===== src/pvm_pkg.sv =====
// Constants shared by the PHY vendor management register bank.
package pvm_pkg;
	localparam int CNT_W = 16;
	localparam int ADDR_W = 5;
	localparam int NUM_CNT = 4;

	// Register numbers on the management register port
	localparam logic [4:0] ADDR_STATUS_CTRL = 5'h10;
	localparam logic [4:0] ADDR_SPECIAL_CTRL = 5'h11;
	localparam logic [4:0] ADDR_PHY_ADDRESS = 5'h12;
	localparam logic [4:0] ADDR_FALSE_CARRIER = 5'h13;
	localparam logic [4:0] ADDR_DISCONNECT = 5'h14;
	localparam logic [4:0] ADDR_ERROR_FRAME = 5'h15;
	localparam logic [4:0] ADDR_SYMBOL_ERROR = 5'h16;

	// Counter slots
	localparam int CNT_FALSE_CARRIER = 0;
	localparam int CNT_DISCONNECT = 1;
	localparam int CNT_ERROR_FRAME = 2;
	localparam int CNT_SYMBOL_ERROR = 3;

	// Status and control register fields
	localparam int SC_RSVD_HI = 15;
	localparam int SC_CSD_BIT = 13;
	localparam int SC_TFC_BIT = 12;
	localparam int SC_SYNC_BIT = 11;
	localparam int SC_PD100_BIT = 10;
	localparam int SC_PD10_BIT = 9;
	localparam int SC_POL_BIT = 8;
	localparam int SC_SPEED_BIT = 1;
	localparam int SC_DUPLEX_BIT = 0;

	// Reset values, read constants and counter limits
	localparam logic [3:0] SC_CTRL_RESET = 4'h0;
	localparam logic [5:0] STAT_CAP_RESET = 6'h18;
	localparam logic [15:0] SPC_RESET = 16'h0000;
	localparam logic [15:0] PHY_ADDR_VALUE = 16'h0001;
	localparam logic [15:0] CNT_MAX = 16'hffff;
	localparam logic [15:0] CNT_ONE = 16'h0001;
	localparam logic [15:0] RDATA_ZERO = 16'h0000;

	// Consecutive bad symbols folded into one count
	localparam logic [2:0] SYM_RUN_LAST = 3'h5;
endpackage : pvm_pkg


===== src/pvm_cnt_if.sv =====
// Event, clear and count of one saturating counter.
`timescale 1ns/1ns
interface pvm_cnt_if;
	logic evt;
	logic clr;
	logic [15:0] count;
	modport cnt (input evt, input clr, output count);
	modport src (output evt);
	modport ctl (output clr, input count);
endinterface : pvm_cnt_if


===== src/pvm_regs.sv =====
// Vendor management registers 16 to 22 of the Fast Ethernet PHY.
`timescale 1ns/1ns
// Functional notes
// - Status-control bit 13 enables carrier sense disconnect; resets to zero.
// - Status-control bit 12 set enables transmit flow control; resets to zero.
// - Read-only bit 11 shows 100 Mbit de-serializer in sync.
// - Bits 10 and 9 show 100 and 10 Mbit power-down; both reset one.
// - Bit 8 shows 10 Mbit receive polarity reversed.
// - Bit 1 shows 100 Mbps result, bit 0 full duplex result.
// - Special-control bit 15 bypasses the scrambler; resets zero.
// - Special-control bit 14 bypasses 4B/5B encoding; resets zero.
// - Bit 13 forces H pattern, bit 12 forces 34 pattern.
// - Bit 11 forces 100 Mbit link good; resets zero.
// - Bit 9 disables transmit carrier sense; resets zero.
// - Bit 8 disables dynamic power-down; clear keeps it enabled.
// - Bit 7 puts auto-negotiation into loopback.
// - Bit 6 tri-states line transmit drivers; resets zero.
// - Bit 5 bypasses receive filter, bit 4 disables auto polarity.
// - Bit 3 disables squelch test, bit 2 enables extended squelch.
// - Bit 1 disables link integrity, bit 0 disables jabber.
// - PHY address register reads 00001b, upper bits zero, ignores writes.
// - False carrier count is read-only, cleared by reading it.
// - Disconnect count increments per event, saturates, clears on read.
// - Error frame count increments once per errored frame, saturates, clears on read.
// - Symbol error count counts each six consecutive bad symbols once.
module pvm_regs
	import pvm_pkg::*;
(
	input wire logic clk,
	input wire logic rst_n,
	input wire logic [pvm_pkg::ADDR_W-1:0] mgmt_addr,
	input wire logic mgmt_wr,
	input wire logic mgmt_rd,
	input wire logic [15:0] mgmt_wdata,
	output logic [15:0] mgmt_rdata,
	output logic mgmt_rvalid,
	input wire logic deser_in_sync,
	input wire logic pd_100,
	input wire logic pd_10,
	input wire logic pol_reversed,
	input wire logic an_speed_100,
	input wire logic an_full_duplex,
	input wire logic false_carrier_evt,
	input wire logic disconnect_evt,
	input wire logic rx_frame_active,
	input wire logic rx_sym_valid,
	input wire logic rx_sym_err,
	input wire logic rx_premature_end,
	output logic cs_disconnect_en,
	output logic tx_flow_ctrl_en,
	output logic scrambler_bypass,
	output logic enc_bypass,
	output logic force_h_pattern,
	output logic force_34_pattern,
	output logic force_link_good,
	output logic tx_cs_disable,
	output logic dyn_pd_disable,
	output logic an_loopback,
	output logic line_tristate,
	output logic rx_filter_bypass,
	output logic auto_pol_disable,
	output logic squelch_disable,
	output logic ext_squelch_en,
	output logic link_integrity_disable,
	output logic jabber_disable
);
	import pvm_pkg::*;

	logic [1:0] rst_sync_q;
	logic rst_int_n;
	logic [3:0] sc_ctrl_q;
	logic [5:0] stat_q;
	logic [15:0] spc_q;
	logic [15:0] rdata_q;
	logic rvalid_q;
	logic [15:0] rd_value;
	logic [5:0] stat_in;

	pvm_cnt_if cnt_if [NUM_CNT] ();

	// Reset released through two flops
	always_ff @(posedge clk or negedge rst_n) begin
		if (!rst_n) begin
			rst_sync_q <= 2'h0;
		end else begin
			rst_sync_q <= {rst_sync_q[0], 1'b1};
		end
	end
	assign rst_int_n = rst_sync_q[1];

	// Writable bits 15:12 of the status and control register
	always_ff @(posedge clk or negedge rst_int_n) begin
		if (!rst_int_n) begin
			sc_ctrl_q <= SC_CTRL_RESET;
		end else if (mgmt_wr && mgmt_addr == ADDR_STATUS_CTRL) begin
			sc_ctrl_q <= mgmt_wdata[SC_RSVD_HI:SC_TFC_BIT];
		end
	end

	assign stat_in = {deser_in_sync, pd_100, pd_10, pol_reversed, an_speed_100, an_full_duplex};

	// Live PHY state, captured every cycle
	always_ff @(posedge clk or negedge rst_int_n) begin
		if (!rst_int_n) begin
			stat_q <= STAT_CAP_RESET;
		end else begin
			stat_q <= stat_in;
		end
	end

	// Special control register
	always_ff @(posedge clk or negedge rst_int_n) begin
		if (!rst_int_n) begin
			spc_q <= SPC_RESET;
		end else if (mgmt_wr && mgmt_addr == ADDR_SPECIAL_CTRL) begin
			spc_q <= mgmt_wdata;
		end
	end

	// Receive error events feed the two frame-based counters
	pvm_rx_err_qual u_qual (
		.clk(clk),
		.rst_n(rst_int_n),
		.rx_frame_active(rx_frame_active),
		.rx_sym_valid(rx_sym_valid),
		.rx_sym_err(rx_sym_err),
		.rx_premature_end(rx_premature_end),
		.frame_if(cnt_if[CNT_ERROR_FRAME]),
		.sym_if(cnt_if[CNT_SYMBOL_ERROR])
	);

	assign cnt_if[CNT_FALSE_CARRIER].evt = false_carrier_evt;
	assign cnt_if[CNT_DISCONNECT].evt = disconnect_evt;

	// Reading a counter register clears that counter
	assign cnt_if[CNT_FALSE_CARRIER].clr = mgmt_rd && mgmt_addr == ADDR_FALSE_CARRIER;
	assign cnt_if[CNT_DISCONNECT].clr = mgmt_rd && mgmt_addr == ADDR_DISCONNECT;
	assign cnt_if[CNT_ERROR_FRAME].clr = mgmt_rd && mgmt_addr == ADDR_ERROR_FRAME;
	assign cnt_if[CNT_SYMBOL_ERROR].clr = mgmt_rd && mgmt_addr == ADDR_SYMBOL_ERROR;

	for (genvar g = 0; g < NUM_CNT; g++) begin : g_cnt
		pvm_sat_counter u_cnt (
			.clk(clk),
			.rst_n(rst_int_n),
			.bus(cnt_if[g])
		);
	end

	// Read multiplexer; unmapped numbers read zero
	always_comb begin
		rd_value = RDATA_ZERO;
		if (mgmt_addr == ADDR_STATUS_CTRL) begin
			rd_value = {sc_ctrl_q, stat_q[5:2], 6'h00, stat_q[1:0]};
		end else if (mgmt_addr == ADDR_SPECIAL_CTRL) begin
			rd_value = spc_q;
		end else if (mgmt_addr == ADDR_PHY_ADDRESS) begin
			rd_value = PHY_ADDR_VALUE;
		end else if (mgmt_addr == ADDR_FALSE_CARRIER) begin
			rd_value = cnt_if[CNT_FALSE_CARRIER].count;
		end else if (mgmt_addr == ADDR_DISCONNECT) begin
			rd_value = cnt_if[CNT_DISCONNECT].count;
		end else if (mgmt_addr == ADDR_ERROR_FRAME) begin
			rd_value = cnt_if[CNT_ERROR_FRAME].count;
		end else if (mgmt_addr == ADDR_SYMBOL_ERROR) begin
			rd_value = cnt_if[CNT_SYMBOL_ERROR].count;
		end
	end

	always_ff @(posedge clk or negedge rst_int_n) begin
		if (!rst_int_n) begin
			rdata_q <= RDATA_ZERO;
		end else if (mgmt_rd) begin
			rdata_q <= rd_value;
		end
	end

	always_ff @(posedge clk or negedge rst_int_n) begin
		if (!rst_int_n) begin
			rvalid_q <= 1'b0;
		end else begin
			rvalid_q <= mgmt_rd;
		end
	end

	assign mgmt_rdata = rdata_q;
	assign mgmt_rvalid = rvalid_q;

	// Control outputs straight from the register flops
	assign cs_disconnect_en = sc_ctrl_q[SC_CSD_BIT-SC_TFC_BIT];
	assign tx_flow_ctrl_en = sc_ctrl_q[0];
	assign scrambler_bypass = spc_q[15];
	assign enc_bypass = spc_q[14];
	assign force_h_pattern = spc_q[13];
	assign force_34_pattern = spc_q[12];
	assign force_link_good = spc_q[11];
	assign tx_cs_disable = spc_q[9];
	assign dyn_pd_disable = spc_q[8];
	assign an_loopback = spc_q[7];
	assign line_tristate = spc_q[6];
	assign rx_filter_bypass = spc_q[5];
	assign auto_pol_disable = spc_q[4];
	assign squelch_disable = spc_q[3];
	assign ext_squelch_en = spc_q[2];
	assign link_integrity_disable = spc_q[1];
	assign jabber_disable = spc_q[0];

	logic bad_in;
	assign bad_in = rx_frame_active && rx_sym_valid && rx_sym_err;
endmodule : pvm_regs


===== src/pvm_rx_err_qual.sv =====
// Turns receive symbol errors into per-frame and per-run count events.
`timescale 1ns/1ns
module pvm_rx_err_qual
	import pvm_pkg::*;
(
	input wire logic clk,
	input wire logic rst_n,
	input wire logic rx_frame_active,
	input wire logic rx_sym_valid,
	input wire logic rx_sym_err,
	input wire logic rx_premature_end,
	pvm_cnt_if.src frame_if,
	pvm_cnt_if.src sym_if
);
	logic bad_sym;
	logic frame_err;
	logic seen_q;
	logic [2:0] run_q;
	logic frame_evt_q;
	logic sym_evt_q;

	assign bad_sym = rx_frame_active && rx_sym_valid && rx_sym_err;
	assign frame_err = rx_frame_active && ((rx_sym_valid && rx_sym_err) || rx_premature_end);

	always_ff @(posedge clk or negedge rst_n) begin
		if (!rst_n) begin
			seen_q <= 1'b0;
		end else if (!rx_frame_active) begin
			seen_q <= 1'b0;
		end else if (frame_err) begin
			seen_q <= 1'b1;
		end
	end

	always_ff @(posedge clk or negedge rst_n) begin
		if (!rst_n) begin
			frame_evt_q <= 1'b0;
		end else begin
			frame_evt_q <= frame_err && !seen_q;
		end
	end

	always_ff @(posedge clk or negedge rst_n) begin
		if (!rst_n) begin
			run_q <= 3'h0;
		end else if (!rx_frame_active || (rx_sym_valid && !rx_sym_err)) begin
			run_q <= 3'h0;
		end else if (bad_sym) begin
			run_q <= (run_q == SYM_RUN_LAST) ? 3'h0 : run_q + 3'h1;
		end
	end

	always_ff @(posedge clk or negedge rst_n) begin
		if (!rst_n) begin
			sym_evt_q <= 1'b0;
		end else begin
			sym_evt_q <= bad_sym && run_q == 3'h0;
		end
	end

	assign frame_if.evt = frame_evt_q;
	assign sym_if.evt = sym_evt_q;
endmodule : pvm_rx_err_qual


===== src/pvm_sat_counter.sv =====
// Saturating clear-on-read event counter.
`timescale 1ns/1ns
module pvm_sat_counter
	import pvm_pkg::*;
(
	input wire logic clk,
	input wire logic rst_n,
	pvm_cnt_if.cnt bus
);
	logic [CNT_W-1:0] count_q;

	always_ff @(posedge clk or negedge rst_n) begin
		if (!rst_n) begin
			count_q <= RDATA_ZERO;
		end else if (bus.clr) begin
			// Event during the clearing read survives as one
			count_q <= bus.evt ? CNT_ONE : RDATA_ZERO;
		end else if (bus.evt && count_q != CNT_MAX) begin
			count_q <= count_q + CNT_ONE;
		end
	end

	assign bus.count = count_q;
endmodule : pvm_sat_counter


===== config.mk =====
export PLATFORM = sky130hd
export DESIGN_NAME = pvm_regs
export DESIGN_NICKNAME = d
export VERILOG_FILES = /design/src/pvm_pkg.sv /design/src/pvm_cnt_if.sv /design/src/pvm_regs.sv /design/src/pvm_rx_err_qual.sv /design/src/pvm_sat_counter.sv
export SDC_FILE = /design/constraint.sdc
export NUM_CORES = 1
export LEC_CHECK = 0
export BUFFER_PORTS_ARGS = -buffer_cell sky130_fd_sc_hd__buf_2
export CORE_UTILIZATION = 40
export DETAILED_ROUTE_END_ITERATION = 10
export GPL_TIMING_DRIVEN = 0
export PLACE_DENSITY = 0.59
export SLEW_MARGIN = 10
export SYNTH_ARGS = -nofsm -noshare
export SYNTH_HDL_FRONTEND = slang
export SYNTH_HIERARCHICAL = 1
export SYNTH_SLANG_ARGS = --single-unit

===== constraint.sdc =====
create_clock -name clk -period 4 [get_ports clk]
set_input_delay 0.2 -clock clk [delete_from_list [all_inputs] [get_ports clk]]
set_output_delay 0.2 -clock clk [all_outputs]
set_load 0.02 [all_outputs]

# Word level (Yosys, flattened, before mapping)
# Index checks and enable logic that the tools add are counted.
# W data, S select, Z words.
# classes
n_addsub,5
multipliers,0
n_div,0
n_lt_le_gt_ge,0
eq_ne,13
shift,0
muxes,24
bitwise,0
n_reduce_logical,28
# ops
operator,count
$mux W16,15
$add A16 B1 Y16 const B,4
$ne A16 B16 Y1 const B,4
$eq A5 B5 Y1 const B,7
$logic_and A1 B1 Y1,17
$reduce_bool A2 Y1,5
$mux W3,3
$mux W1,6
$add A3 B1 Y3 const B,1
$eq A3 B3 Y1 const B,1
$logic_not A1 Y1,3
$logic_not A3 Y1,1
$logic_or A1 B1 Y1,2
$ne A2 B1 Y1 const B,1
# word_totals
register_bits,115
latch_bits,0
mem_bits_rw,0
romBits,0
input_bits,37
output_inout_bits,34
word_cells,84
mem_count,0

# Logic depth before layout (Yosys ltp)
# logic_depth
ltp_word,8
mapped_depth,9

# By module
# Netlist, hierarchy kept.
# modules_own_cells
module,instances,cells_each,area_per_inst_um2
pvm_sat_counter,4,102,959.7
pvm_regs,1,223,2538.7
pvm_rx_err_qual,1,24,274.0

# Least setup slack after synthesis
# OpenSTA, ideal clock, no wires.
# synth_timing
kind,input -> register
start,input port mgmt_addr[3] (netlist bit)
end,register g_cnt[1].u_cnt.count_q[2]
setup_time_ps,136
arrival_ps,1679
setup_slack_ps,2185
path_stages,7
path_buffers,3
cell_sequence,and3b_1 > buf_2 > nand2_1 > nor3_1 > clkbuf_1 > buf_1 > nor3_1
# synth_between
elab_chain_len,3
# synth_lines
element,line_no,text
from (decl),pvm_regs.sv:31,"input wire logic [pvm_pkg::ADDR_W-1:0] mgmt_addr,"
$eq A5 B5 Y1 *,pvm_regs.sv:137,assign cnt_if[CNT_DISCONNECT].clr = mgmt_rd && mgmt_addr == ADDR_DISCONNECT;
$logic_and A1 B1 Y1 *,pvm_regs.sv:137,
via cnt_if[1].clr,pvm_cnt_if.sv:5,logic clr;
$mux W16 / $reduce_bool A2 Y1 (equally long branches),--,
to (signal assigned),pvm_sat_counter.sv:17,count_q <= bus.evt ? CNT_ONE : RDATA_ZERO;
to (signal assigned),pvm_sat_counter.sv:19,count_q <= count_q + CNT_ONE;
to (decl),pvm_sat_counter.sv:10,logic [CNT_W-1:0] count_q;
# Mark *: on every way through the listed nets, which the timed path passes. The rest lies on a longest branch.
# A chain may end at the register's enable or synchronous reset.

# Final worst setup path
# layout_timing
start,input port mgmt_rd
end,register g_cnt[1].u_cnt.count_q[2]
# layout_between
elab_chain_len,2
# layout_lines
element,line_no,text
from (decl),pvm_regs.sv:33,"input wire logic mgmt_rd,"
$logic_and A1 B1 Y1 *,pvm_regs.sv:137,
via cnt_if[1].clr,pvm_cnt_if.sv:5,
$mux W16 / $reduce_bool A2 Y1 (equally long branches),--,
# Marked as above.

==> summary.txt <==
status: complete, no violations
Die Y: 131 microns
initial core utilization: 41.4%
worst setup margin: 1.31 ns
Lkg Pwr: 0.00329 uW
GRT Total Usage: 22.1%
Clock Sinks: 115
Max Clock Skew: 0.00966 ns
dpl hpwl: 13200 microns
GRT Residual Overflow: 0
Final Slew Violations: 0
Cell Pwr Density: 507 nW/um^2
pin count of the biggest net entering global routing: 63
initial antenna violation count: 0
HP Start: mgmt_wdata[12]
delay-heaviest family, CP: buffers and inverters
adder-cell share of the synthesized area: 0.752%
final net count: 800
VDD IR max: 300 uV
number of DRC markers in iteration 0: 448
final setup violating endpoints: 0
WP buf/inv: 5
RSZ-0062 raised after global routing: false
commonest non-fill, non-tap cells in the layout: dfrtp_1 (112), buf_2 (88), nor2_1 (59)
asr flop ratio synth: 100%
Worst Path Required: 4.27 ns
crit path kind: in2reg
# diodes: 0
Main synth FF type: dfrtp_1
register area share after synthesis: 43.3%
Setup crit end kind: register
Via density: 5.82
sequential cell area: 2880 sq um
synthesized area: 6650 sq um
insertion delay to the later sink of the worst-skew pair: 0.42 ns
XOR/XNOR Fraction of Synth Area: 0%
Max Clk Rate: 372 MHz
vias in the first global route: 5480
CP max-delay cell: dlygate4sd3_1
hold slack final: 0.0156 ns
Clock Pin Slew Worst Setup and Hold Paths: 0.05 ns
Critical Path Source: mgmt_rd
simple-gate portion of the synthesized area: 24.2%
Mapped Cells: 655
H-tree levels: 4
FF+latch count, synth: 115
Die Width: 131 microns
slew margin rel.: 48.8%
routability cong.: 0.856
Max Cap Viol: 0
Routed WL: 18000 microns
via count: 5755
Worst Path Max Fanout: 10
first-pass GRT wire length: 28700 microns
WL/cell: 18.2 microns
cts bufs inserted: 17
Distinct cells, synth: 64
# Post-CTS Setup Buffers: 0
fin crit share: 67.3%
Residual DRC: 0
mux contribution to synthesized area: 11.1%
critical path, cell by cell: dlygate4sd3_1 > buf_2 > clkbuf_1 > nand2_1 > nor3_1 > clkbuf_1 > buf_1 > nor3_1
Power, Total: 4060 uW
Worst-Margin Slew: 0.762 ns
Rows: 46
DIE AREA: 17100 sq um
Multi-input gate area: 3470 sq um
net count after synthesis: 696
Hold Path Class: in2reg
Avg Inst Size Synth: 10.2 sq um
CTS tree: done
CP Launch Type: input pin
final critical-path required period: 2.69 ns
Fin. Hold Viols: 0
main combinational cell family by area after synthesis: simple AND/OR/NAND/NOR gates
CP max stage delay: 0.52 ns
critical path data arrival time: 2.97 ns
I/O pins: 71
CTS Root Cell: clkbuf_16
Pre-Repair DR Iteration Count: 5
hold buffer count at cts: 17
PortBufs: 67
Post-DRT Antenna Nets: 0
Core Area: 16100 sq um
commonest non-fill, non-tap cell in the layout: dfrtp_1
filler cell count: 1475
EDFF count, synth: 0
synth warn: 6
Synth Area in Compound Gates: 16.1%
Area Growth Syn to Fin: 20.4%
post_cts resized: 0
setup_tns: 0 ns
share of cells above drive strength 1: 25.3%
r2r startpoint: g_cnt[2].u_cnt/bus.count[0]
CTS max path bufs: 2
DP Worst Slack: 1.43 ns
logic make-up after synthesis:
group | count (synthesis)
AOI/OAI and AO/OA | 142
adders and majority gates | 4
buffers and inverters | 64
DFF | 115
muxes | 67
other | 1
and+or+nand+nor | 262
through the flow:
step | util (%) | cell area, sq um | std cells
after CTS | 49.9 | 8010 | 988
after global routing | 49.9 | 8010 | 988
after global placement | 45.2 | 7260 | 938
final | 49.9 | 8010 | 988
after detailed placement | 45.4 | 7290 | 939
after floorplan | - | 6650 | 655
Yosys cell counts (all sizes together), types with 12 or more instances:
library cell | count | area share (%)
dfrtp | 113 | 43
nor2 | 59 | 3.3
mux2 | 53 | 9.0
nand2 | 36 | 2.0
buf | 33 | 2.7
a21oi | 31 | 2.3
nand3 | 28 | 2.9
inv | 24 | 1.4
nor3 | 23 | 1.8
nand4 | 20 | 2.8
nor4 | 17 | 2.0
mux2i | 14 | 2.1
nor2b | 14 | 1.3
nor3b | 14 | 1.7
a211oi | 12 | 1.7
a31oi | 12 | 1.1
o41ai | 12 | 1.6
state kept, by name, indices dropped and copies added (netlist names):
signal and cells:
stat_q 6, spc_q 16, mgmt_rdata 16, u_qual/sym_if.evt 1
u_qual/seen_q 1, g_cnt.u_cnt/bus.count 64, u_qual/frame_if.evt 1, mgmt_rvalid 1
sc_ctrl_q 4, u_qual/run_q 3, rst_sync_q 2
final timing paths:
check	to	slack [ns]	depth (start not counted)
min in group asynchronous	rst_sync_q[1]	0.10	2
worst max register to register	g_cnt[2].u_cnt/bus.count[6]	1.94	5
worst max-delay path	g_cnt[1].u_cnt/bus.count[2]	1.31	8
worst min register to register	rst_sync_q[1]	0.35	0
worst min-delay path	spc_q[12]	0.02	2
max in group asynchronous	stat_q[4]	2.82	1
per-layer routing:
layer | wire length (microns) | vias up | GRT usage, %
met5 | 0 | - | 0
met4 | 363 | 0 | 8.79
met3 | 733 | 23 | 4.44
met2 | 8520 | 143 | 35.1
met1 | 8410 | 2857 | 29.7
li1 | - | 2732 | -
worst register-to-register path, delay by kind of cell (launching register included):
kind	cells	cell delay (ns)
multiplexers	1	0.32
AND/OR/NAND/NOR	2	0.71
adder cells (fa/ha/maj)	1	0.33
buffers and inverters	1	0.11
flip-flops	1	0.46
power by group:
group	internal [uW]	switching, uW
combinational	388	447
clock	878	526
sequential	1410	409
total	2680	1380
cell type report:
type	count	share of cell area, %
multi-input cells	476	43.4
well taps	216	3.38
clock inverters	10	1.05
clock buffers	22	5.80
repair buffers	85	6.66
plain buffers	40	2.58
flip-flops and latches	115	36.0
inverters	24	1.13
Note: power is estimated with default switching activity, not from simulation.
